`config.mk`:
```
export PLATFORM = sky130hd
export DESIGN_NAME = cms_top
export DESIGN_NICKNAME = d
export VERILOG_FILES = /design/src/cms_pkg.sv /design/src/cms_irq_encode.sv /design/src/cms_mode_ctrl.sv /design/src/cms_top.sv
export SDC_FILE = /design/constraint.sdc
export NUM_CORES = 1
export LEC_CHECK = 0
export BUFFER_PORTS_ARGS = -buffer_cell sky130_fd_sc_hd__buf_4
export CAP_MARGIN = 20
export CORE_MARGIN = 3
export CORE_UTILIZATION = 49
export DETAILED_ROUTE_END_ITERATION = 7
export GPL_TIMING_DRIVEN = 0
export PLACE_DENSITY = 0.94
export SLEW_MARGIN = 0
export SYNTH_ARGS = -nofsm -noshare
export SYNTH_HDL_FRONTEND = slang
export SYNTH_SLANG_ARGS = --single-unit
```
`constraint.sdc`:
```
create_clock -name aclk -period 2.41 [get_ports aclk]
set_clock_uncertainty 0.15 [all_clocks]
set_input_delay 0.241 -clock aclk [delete_from_list [all_inputs] [get_ports aclk]]
set_output_delay 0.241 -clock aclk [all_outputs]
set_load 0.05 [all_outputs]
```
`src/cms_pkg.sv`:
```
// Constants, register map and carriers for the CAN mode and interrupt status
// block. Assumes an AXI4-Lite slave with 32-bit data and one word per register.
package cms_pkg;

    localparam logic [4:0] CMS_OFS_CONTROL  = 5'h00;
    localparam logic [4:0] CMS_OFS_STATUS   = 5'h04;
    localparam logic [4:0] CMS_OFS_ENH_CTRL = 5'h08;
    localparam logic [4:0] CMS_OFS_EVENTS   = 5'h0c;

    localparam logic [2:0] CMS_REQ_RESET  = 3'h4;
    localparam logic [2:0] CMS_MODE_CONFIG = 3'h4;
    localparam logic [2:0] CMS_MODE_LISTEN = 3'h3;
    localparam logic [2:0] CMS_MODE_LOOP   = 3'h2;
    localparam logic [2:0] CMS_MODE_DIS    = 3'h1;
    localparam logic [2:0] CMS_MODE_NORMAL = 3'h0;

    localparam logic [1:0] CMS_MDSEL_LEGACY = 2'h0;
    localparam logic [1:0] CMS_MDSEL_ENH    = 2'h1;
    localparam logic [1:0] CMS_MDSEL_FIFO   = 2'h2;

    localparam int CMS_REQ_LSB  = 5;
    localparam int CMS_ABT_BIT  = 4;
    localparam int CMS_WIN_LSB  = 1;
    localparam int CMS_MDS_LSB  = 6;
    localparam logic [4:0] CMS_EWIN_RESET = 5'h10;

    localparam logic [4:0] CMS_IC_NONE   = 5'h00;
    localparam logic [4:0] CMS_IC_ERR    = 5'h02;
    localparam logic [4:0] CMS_IC_TX2    = 5'h04;
    localparam logic [4:0] CMS_IC_TX1    = 5'h06;
    localparam logic [4:0] CMS_IC_TX0    = 5'h08;
    localparam logic [4:0] CMS_IC_RX1_L  = 5'h0a;
    localparam logic [4:0] CMS_IC_RX0_L  = 5'h0c;
    localparam logic [4:0] CMS_IC_WAKE_L = 5'h0e;
    localparam logic [4:0] CMS_IC_WAKE_E = 5'h0e;
    localparam logic [4:0] CMS_IC_RX0_E  = 5'h10;
    localparam logic [4:0] CMS_IC_RX1_E  = 5'h11;
    localparam logic [4:0] CMS_IC_PB0    = 5'h12;

    localparam logic [1:0] CMS_RESP_OKAY   = 2'h0;
    localparam logic [1:0] CMS_RESP_SLVERR = 2'h2;

    typedef struct packed {
        logic       err;
        logic       wake;
        logic [2:0] tx;
        logic [1:0] rx;
        logic [5:0] pb;
        logic [5:0] pb_is_rx;
    } cms_irq_s;

    typedef struct packed {
        logic [1:0] mdsel;
        logic [4:0] ewin;
    } cms_enh_s;

endpackage

```
`src/cms_irq_encode.sv`:
```
// Priority encoder for the interrupt code. Pure combinational; the caller
// registers the result.
`timescale 1ns/100ps
`default_nettype none
module cms_irq_encode
    import cms_pkg::*;
(
    input  wire cms_pkg::cms_irq_s irq,
    input  wire logic [1:0]        mdsel,
    output logic [4:0]             code
);
    logic [4:0] pb_code;

    // Lowest programmable buffer wins among themselves
    always_comb begin
        pb_code = CMS_IC_NONE;
        for (int i = 5; i >= 0; i--) begin
            if (irq.pb[i]) begin
                if (mdsel == CMS_MDSEL_FIFO && irq.pb_is_rx[i]) begin
                    pb_code = CMS_IC_RX0_E;
                end else begin
                    pb_code = CMS_IC_PB0 + 5'(i);
                end
            end
        end
    end

    // Error first, then transmit, receive, programmable buffers (not in legacy), wake-up; zero when idle
    always_comb begin
        code = CMS_IC_NONE;
        if (mdsel == CMS_MDSEL_LEGACY) begin
            if (irq.err)            code = CMS_IC_ERR;
            else if (irq.tx[2])     code = CMS_IC_TX2;
            else if (irq.tx[1])     code = CMS_IC_TX1;
            else if (irq.tx[0])     code = CMS_IC_TX0;
            else if (irq.rx[0])     code = CMS_IC_RX0_L;
            else if (irq.rx[1])     code = CMS_IC_RX1_L;
            else if (irq.wake)      code = CMS_IC_WAKE_L;
        end else begin
            if (irq.err)            code = CMS_IC_ERR;
            else if (irq.tx[2])     code = CMS_IC_TX2;
            else if (irq.tx[1])     code = CMS_IC_TX1;
            else if (irq.tx[0])     code = CMS_IC_TX0;
            else if (irq.rx[0])     code = CMS_IC_RX0_E;
            else if (irq.rx[1])     code = (mdsel == CMS_MDSEL_FIFO) ?
                                           CMS_IC_RX0_E : CMS_IC_RX1_E;
            else if (|irq.pb)       code = pb_code;
            else if (irq.wake)      code = CMS_IC_WAKE_E;
        end
    end
endmodule // cms_irq_encode
`default_nettype wire

```
`src/cms_mode_ctrl.sv`:
```
// Operating-mode sequencer: turns the mode request into the reported mode.
// Assumes bus_idle is already synchronised to aclk.
`timescale 1ns/100ps
`default_nettype none
module cms_mode_ctrl
    import cms_pkg::*;
(
    input  wire logic       aclk,
    input  wire logic       aresetn,
    input  wire logic [2:0] mode_request,
    input  wire logic       bus_idle,
    output logic [2:0]      mode_status
);
    logic [2:0] mode_q;
    logic [2:0] mode_d;

    always_comb begin
        mode_d = mode_q;
        if (mode_request[2]) begin
            // Leaving the bus mid-frame would corrupt it for other nodes
            if (bus_idle) mode_d = CMS_MODE_CONFIG;
        end else begin
            mode_d = mode_request;
        end
    end

    always_ff @(posedge aclk) begin
        if (!aresetn) mode_q <= CMS_MODE_CONFIG;
        else          mode_q <= mode_d;
    end

    assign mode_status = mode_q;
endmodule // cms_mode_ctrl
`default_nettype wire

```
`src/cms_top.sv`:
```
// Top of the CAN mode and interrupt status block: AXI4-Lite register slave,
// mode request and report, abort-all, window select and interrupt code.
// Assumes the protocol engine is on aclk; bus_idle comes from a pin domain.
`timescale 1ns/100ps
`default_nettype none
module cms_top
    import cms_pkg::*;
#(
    parameter int FIFO_DEPTH = 8
) (
    input  wire logic              aclk,
    input  wire logic              aresetn,
    input  wire logic [4:0]        s_axi_awaddr,
    input  wire logic              s_axi_awvalid,
    output logic                   s_axi_awready,
    input  wire logic [31:0]       s_axi_wdata,
    input  wire logic [3:0]        s_axi_wstrb,
    input  wire logic              s_axi_wvalid,
    output logic                   s_axi_wready,
    output logic [1:0]             s_axi_bresp,
    output logic                   s_axi_bvalid,
    input  wire logic              s_axi_bready,
    input  wire logic [4:0]        s_axi_araddr,
    input  wire logic              s_axi_arvalid,
    output logic                   s_axi_arready,
    output logic [31:0]            s_axi_rdata,
    output logic [1:0]             s_axi_rresp,
    output logic                   s_axi_rvalid,
    input  wire logic              s_axi_rready,
    input  wire logic              bus_idle,
    input  wire cms_pkg::cms_irq_s irq_pending,
    input  wire logic [2:0]        tx_pending,
    input  wire logic [2:0]        fifo_read_pointer,
    output logic [2:0]             mode_status,
    output logic                   abort_all_tx,
    output logic [2:0]             window_select,
    output logic [1:0]             controller_mode_select,
    output logic [4:0]             enhanced_window_select
);
    // The pointer field is three bits wide, so only eight entries fit
    if (FIFO_DEPTH != 8) begin : g_depth_check
        $error("cms_top: FIFO_DEPTH must be 8");
    end

    ////////////////////////////////////////////////////////////////////////
    // Bus idle synchroniser
    logic idle_s1_q;
    logic idle_s2_q;
    always_ff @(posedge aclk) begin
        if (!aresetn) begin
            idle_s1_q <= 1'b0;
            idle_s2_q <= 1'b0;
        end else begin
            idle_s1_q <= bus_idle;
            idle_s2_q <= idle_s1_q;
        end
    end

    ////////////////////////////////////////////////////////////////////////
    // Register state
    logic [2:0] req_q, req_d;
    logic       abt_q, abt_d;
    logic [2:0] win_q, win_d;
    cms_enh_s   enh_q, enh_d;
    logic [4:0] code_q;
    logic [4:0] code_c;
    logic [2:0] mode_c;
    logic [2:0] mode_q;

    // AXI write channel
    logic        aw_q, aw_d;
    logic        w_q, w_d;
    logic [4:0]  awa_q, awa_d;
    logic [31:0] wd_q, wd_d;
    logic [3:0]  ws_q, ws_d;
    logic        bv_q, bv_d;
    logic [1:0]  br_q, br_d;
    // AXI read channel
    logic        rv_q, rv_d;
    logic [31:0] rd_q, rd_d;
    logic [1:0]  rr_q, rr_d;

    cms_mode_ctrl u_mode (
        .aclk         (aclk),
        .aresetn      (aresetn),
        .mode_request (req_q),
        .bus_idle     (idle_s2_q),
        .mode_status  (mode_c)
    );

    cms_irq_encode u_enc (
        .irq   (irq_pending),
        .mdsel (enh_q.mdsel),
        .code  (code_c)
    );

    ////////////////////////////////////////////////////////////////////////
    // Readback images
    logic [7:0] ctrl_img;
    logic [7:0] stat_img;
    always_comb begin
        ctrl_img = {req_q, abt_q, 4'h0};
        unique case (enh_q.mdsel)
            CMS_MDSEL_LEGACY: ctrl_img[3:1] = win_q;
            CMS_MDSEL_FIFO: begin
                ctrl_img[3:0] = {1'b0, fifo_read_pointer};
            end
            default:          ctrl_img[3:0] = 4'h0;
        endcase
        stat_img = {mode_q, code_q};
        if (enh_q.mdsel == CMS_MDSEL_LEGACY) begin
            stat_img[4] = 1'b0;
            stat_img[0] = 1'b0;
        end
    end

    logic wr_go;
    assign wr_go = aw_q && w_q && !bv_q;

    always_comb begin
        req_d = req_q;
        win_d = win_q;
        enh_d = enh_q;
        // Self-clears once nothing is left pending
        abt_d = abt_q && (|tx_pending);
        aw_d = aw_q;
        w_d = w_q;
        awa_d = awa_q;
        wd_d = wd_q;
        ws_d = ws_q;
        bv_d = bv_q && !s_axi_bready;
        br_d = br_q;
        if (s_axi_awvalid && !aw_q) begin
            aw_d = 1'b1;
            awa_d = s_axi_awaddr;
        end
        if (s_axi_wvalid && !w_q) begin
            w_d = 1'b1;
            wd_d = s_axi_wdata;
            ws_d = s_axi_wstrb;
        end
        if (wr_go) begin
            aw_d = 1'b0;
            w_d = 1'b0;
            bv_d = 1'b1;
            br_d = CMS_RESP_OKAY;
            unique case (awa_q)
                CMS_OFS_CONTROL: if (ws_q[0]) begin
                    req_d = wd_q[CMS_REQ_LSB +: 3];
                    if (wd_q[CMS_ABT_BIT]) abt_d = 1'b1;
                    win_d = wd_q[CMS_WIN_LSB +: 3];
                end
                CMS_OFS_ENH_CTRL: if (ws_q[0]) begin
                    enh_d.ewin = wd_q[4:0];
                    // Reserved 11 is refused
                    if (mode_q == CMS_MODE_CONFIG &&
                        wd_q[CMS_MDS_LSB +: 2] != 2'h3) begin
                        enh_d.mdsel = wd_q[CMS_MDS_LSB +: 2];
                    end
                end
                CMS_OFS_STATUS, CMS_OFS_EVENTS: ;
                default: br_d = CMS_RESP_SLVERR;
            endcase
        end
    end

    always_comb begin
        rv_d = rv_q && !s_axi_rready;
        rd_d = rd_q;
        rr_d = rr_q;
        if (s_axi_arvalid && !rv_q) begin
            rv_d = 1'b1;
            rr_d = CMS_RESP_OKAY;
            rd_d = 32'h0;
            unique case (s_axi_araddr)
                CMS_OFS_CONTROL:  rd_d[7:0] = ctrl_img;
                CMS_OFS_STATUS:   rd_d[7:0] = stat_img;
                CMS_OFS_ENH_CTRL: rd_d[7:0] = {enh_q.mdsel, 1'b0,
                                               enh_q.ewin};
                CMS_OFS_EVENTS:   rd_d[7:0] = {3'h0, tx_pending,
                                               idle_s2_q, abt_q};
                default:          rr_d = CMS_RESP_SLVERR;
            endcase
        end
    end

    always_ff @(posedge aclk) begin
        if (!aresetn) begin
            req_q  <= CMS_REQ_RESET;
            abt_q  <= 1'b0;
            win_q  <= 3'h0;
            enh_q  <= '{mdsel: CMS_MDSEL_LEGACY, ewin: CMS_EWIN_RESET};
            code_q <= CMS_IC_NONE;
            mode_q <= CMS_MODE_CONFIG;
            aw_q   <= 1'b0;
            w_q    <= 1'b0;
            awa_q  <= 5'h0;
            wd_q   <= 32'h0;
            ws_q   <= 4'h0;
            bv_q   <= 1'b0;
            br_q   <= 2'h0;
            rv_q   <= 1'b0;
            rd_q   <= 32'h0;
            rr_q   <= 2'h0;
        end else begin
            req_q  <= req_d;
            abt_q  <= abt_d;
            win_q  <= win_d;
            enh_q  <= enh_d;
            code_q <= code_c;
            mode_q <= mode_c;
            aw_q   <= aw_d;
            w_q    <= w_d;
            awa_q  <= awa_d;
            wd_q   <= wd_d;
            ws_q   <= ws_d;
            bv_q   <= bv_d;
            br_q   <= br_d;
            rv_q   <= rv_d;
            rd_q   <= rd_d;
            rr_q   <= rr_d;
        end
    end

    ////////////////////////////////////////////////////////////////////////
    // Outputs
    assign s_axi_awready = !aw_q;
    assign s_axi_wready  = !w_q;
    assign s_axi_bvalid  = bv_q;
    assign s_axi_bresp   = br_q;
    assign s_axi_arready = !rv_q;
    assign s_axi_rvalid  = rv_q;
    assign s_axi_rdata   = rd_q;
    assign s_axi_rresp   = rr_q;
    assign mode_status   = mode_q;
    assign abort_all_tx  = abt_q;
    // Window value maps: 101 RX1, 100 TX0, 011 TX1, 010 TX2, rest RX0
    assign window_select = win_q;
    assign controller_mode_select = enh_q.mdsel;
    assign enhanced_window_select = enh_q.ewin;
endmodule // cms_top
`default_nettype wire

```
==> flow_summary_export.csv <==
group,metric,value,unit
status,status,"finished, final reports clean",
synth,synth_edf_count,0,
run,cap_violations,0,
floorplanning,row_count,26,
clock_network,clk_latency,0.31,ns
floorplanning,start_util,51.7,%
clock_network,cts_sinks,55,
timing,tns,0,ns
floorplanning,die_w,80.1,um
global_routing,grt_use_total,21.3,%
power_and_ir_drop,p_int,1280,uW
finish,diodes,0,
placement,place_ws,0.339,ns
timing,fin_crit,2.08,ns
synth,ys_types,58,
power_and_ir_drop,pwr-share-comb,21.1,%
power_and_ir_drop,p_per_area,514,nW/um^2
timing,worst_pin_slew,0.522,ns
setup_path,cp-start-kind,"flop",
route,ant_nets,0,
timing,fin_ws,0.332,ns
clock_network,cts_setup_buffers,0,
placement,postPlaceCellArea,3460,um^2
finish,fin_area,3570,um^2
route,drt-pass1-iter-count,4,
route,drc,0,
global_routing,grt_pass1_vias,2353,
timing,final-hold-violation-count,0,
clock_network,cts_max_level,2,
power_and_ir_drop,seq_power_share,52.0,%
floorplanning,die_area,6410,um^2
setup_path,arrival,2.08,ns
route,vias_per_cell,5.17,
synth,syn_area,2690,um^2
timing,setup_viol,0,
power_and_ir_drop,p_clk_share,26.9,%
synth,synth_ff_type,"dfxtp_1",
clock_network,cts_buffers,5,
global_routing,grt_pass1_wl,10900,um
floorplanning,io_pins,134,
timing,fmax,481,MHz
clock_network,cts_root_buffer,"clkbuf_8",
route,drtIter0Drc,149,
global_routing,grt_max_degree,17,
power_and_ir_drop,p_switching,551,uW
setup_path,end_kind,"flop",
global_routing,grt_antenna_before_repair,0,
timing,fin_crit_sh,86.2,%
synth,ys_ff_latch,55,
power_and_ir_drop,power_leakage,0.00162,uW
power_and_ir_drop,peakVddDrop,0.417,mV
power_and_ir_drop,sw_frac_of_total,30.0,%
finish,fillCellCount,415,
clock_network,cts_tree,"done",
route,vias,2563,
route,post_drt_wl_per_cell,14.2,um
clock_network,clk_path_buf_depth,2,
synth,async_reset_ff_share,0,%
route,finalWirelength,7020,um
finish,fin_nets,504,
finish,drive_gt1_share,29.6,%
timing,rsz0062_at_grt,"no",
global_routing,grt_overflow,0,
timing,slew_viol_final,0,
finish,area_growth,32.8,%
synth,synth_area_per_cell,8.62,um^2
synth,syn-instance-count,312,
placement,hpwl,5560,um
setup_path,cp.required,2.41,ns
floorplanning,coreArea,5200,um^2
clock_network,clk_pin_slew,0.10,ns
floorplanning,die_h,80.1,um
placement,portBuffers,78,
synth,seq_area_frac_synth,40.9,%
setup_path,worstSetupPathType,"reg2reg",
setup_path,crit_fanout,10,
min_path,min_path_type,"in2reg",
synth,yosysWarningCount,0,
timing,slew_headroom,65.2,%
placement,gp_congestion,0.931,
state kept, by name, summed over array words and instances, names as in the netlist, 2 cells and up:
name / cells
s_axi_rdata: 8
wd_q: 8
awa_q: 5
code_q: 5
enhanced_window_select: 5
mode_status: 3
req_q: 3
u_mode.mode_status: 3
window_select: 3
controller_mode_select: 2
layout by cell type (no fill, tap or decap), types with 6 or more instances in the layout:
cell        n
buf_4     106
dfxtp_1    55
nand2_1    36
conb_1     26
nor2_1     25
a21oi_1    21
mux2i_1    18
clkbuf_1   10
o21ai_0     9
nand3_1     9
inv_1       8
nand2b_1    7
nor2b_1     7
nor3_1      6
worst max-delay path: stages, from the launching register on:
cell	delay (ns)
dfxtp_1	0.38
clkbuf_1	0.35
nand2b_1	0.21
o22ai_1	0.10
and4_1	0.22
a2111oi_1	0.51
through the flow:
stage                     total power, uW  hold WS [ns]  utilization, %  std cells
after detailed placement             1350         0.280            66.4        485
after CTS                            1830       0.00815            68.4        495
final                                1840        0.0187            68.6        496
after global placement               1350         0.263            66.4        485
after global routing                 1910        0.0283            68.6        496
after floorplan                      1230         0.168               -        337
kinds of logic (layout without fill, tap and decap cells):
group,Yosys count,count (layout),synth area share (%)
and+or+nand+nor,120,120,23.4
AOI/OAI and AO/OA,65,65,16.4
DFF,55,55,40.9
buffers and inverters,51,140,11.2
muxes,20,20,7.96
other,1,26,0.139
power groups by stage:
stage	sequential (uW)	combinational, uW	clock, uW
after floorplan	988	243	0
after global routing	958	414	537
after CTS	954	382	496
after global placement	973	375	0
final	954	387	494
after detailed placement	975	379	0
synthesized netlist by cell type, types with 4 or more instances:
cell | number | share of area (%)
and2_1 | 5 | 1.2
nand2_1 | 36 | 5.0
nor2b_1 | 7 | 1.6
mux2i_1 | 18 | 6.7
dfxtp_1 | 55 | 41
clkbuf_1 | 9 | 1.3
inv_1 | 8 | 1.1
nor4_1 | 4 | 0.93
nor3_1 | 6 | 1.1
o21ai_1 | 4 | 0.74
nand3_1 | 9 | 1.7
nand2b_1 | 7 | 1.6
nor2_1 | 25 | 3.5
o31ai_1 | 4 | 1.1
buf_4 | 28 | 7.8
a21oi_1 | 21 | 3.9
or3_1 | 5 | 1.2
o21ai_0 | 9 | 1.7
layer usage:
layer | vias to the layer above | GRT usage, % | wire [um]
li1 | 1278 | - | -
met1 | 1186 | 28.0 | 3030
met2 | 95 | 35.9 | 3440
met3 | 4 | 4.26 | 500
met4 | 0 | 4.73 | 50
met5 | - | 0 | 0
repair_timing:
action | 4_1_cts | 5_1_grt
hold buffers | 2 | 1
gates resized for setup | 0 | 0
endpoints found under the hold margin | 1 | 1
area by class of cell:
type                            count  area, um^2  share of cell area, %
Sequential cell                    55        1100                   30.8
Buffer                             42         267                   7.46
Clock buffer                        6        72.6                   2.03
Tap cell                           70        87.6                   2.45
Timing Repair Buffer               81         616                   17.2
Inverter                            9        33.8                  0.946
Multi-Input combinational cell    231        1380                   38.7
Clock inverter                      2        12.5                  0.350
path summary, 6_finish.rpt:
path / slack (ns) / start / cells past startpoint / endpoint
min: 0.02 / s_axi_awaddr[2] / 3 / awa_q[2]$_SDFFE_PN0P_
min reg2reg: 0.30 / u_mode.mode_status[2]$_SDFFE_PN1P_ / 1 / mode_status[2]$_SDFF_PN1_
max reg2reg: 0.33 / controller_mode_select[0]$_SDFFE_PN0P_ / 5 / code_q[1]$_SDFF_PN0_
max: 0.33 / controller_mode_select[0]$_SDFFE_PN0P_ / 5 / code_q[1]$_SDFF_PN0_
Note: power is estimated with default switching activity, not from simulation.
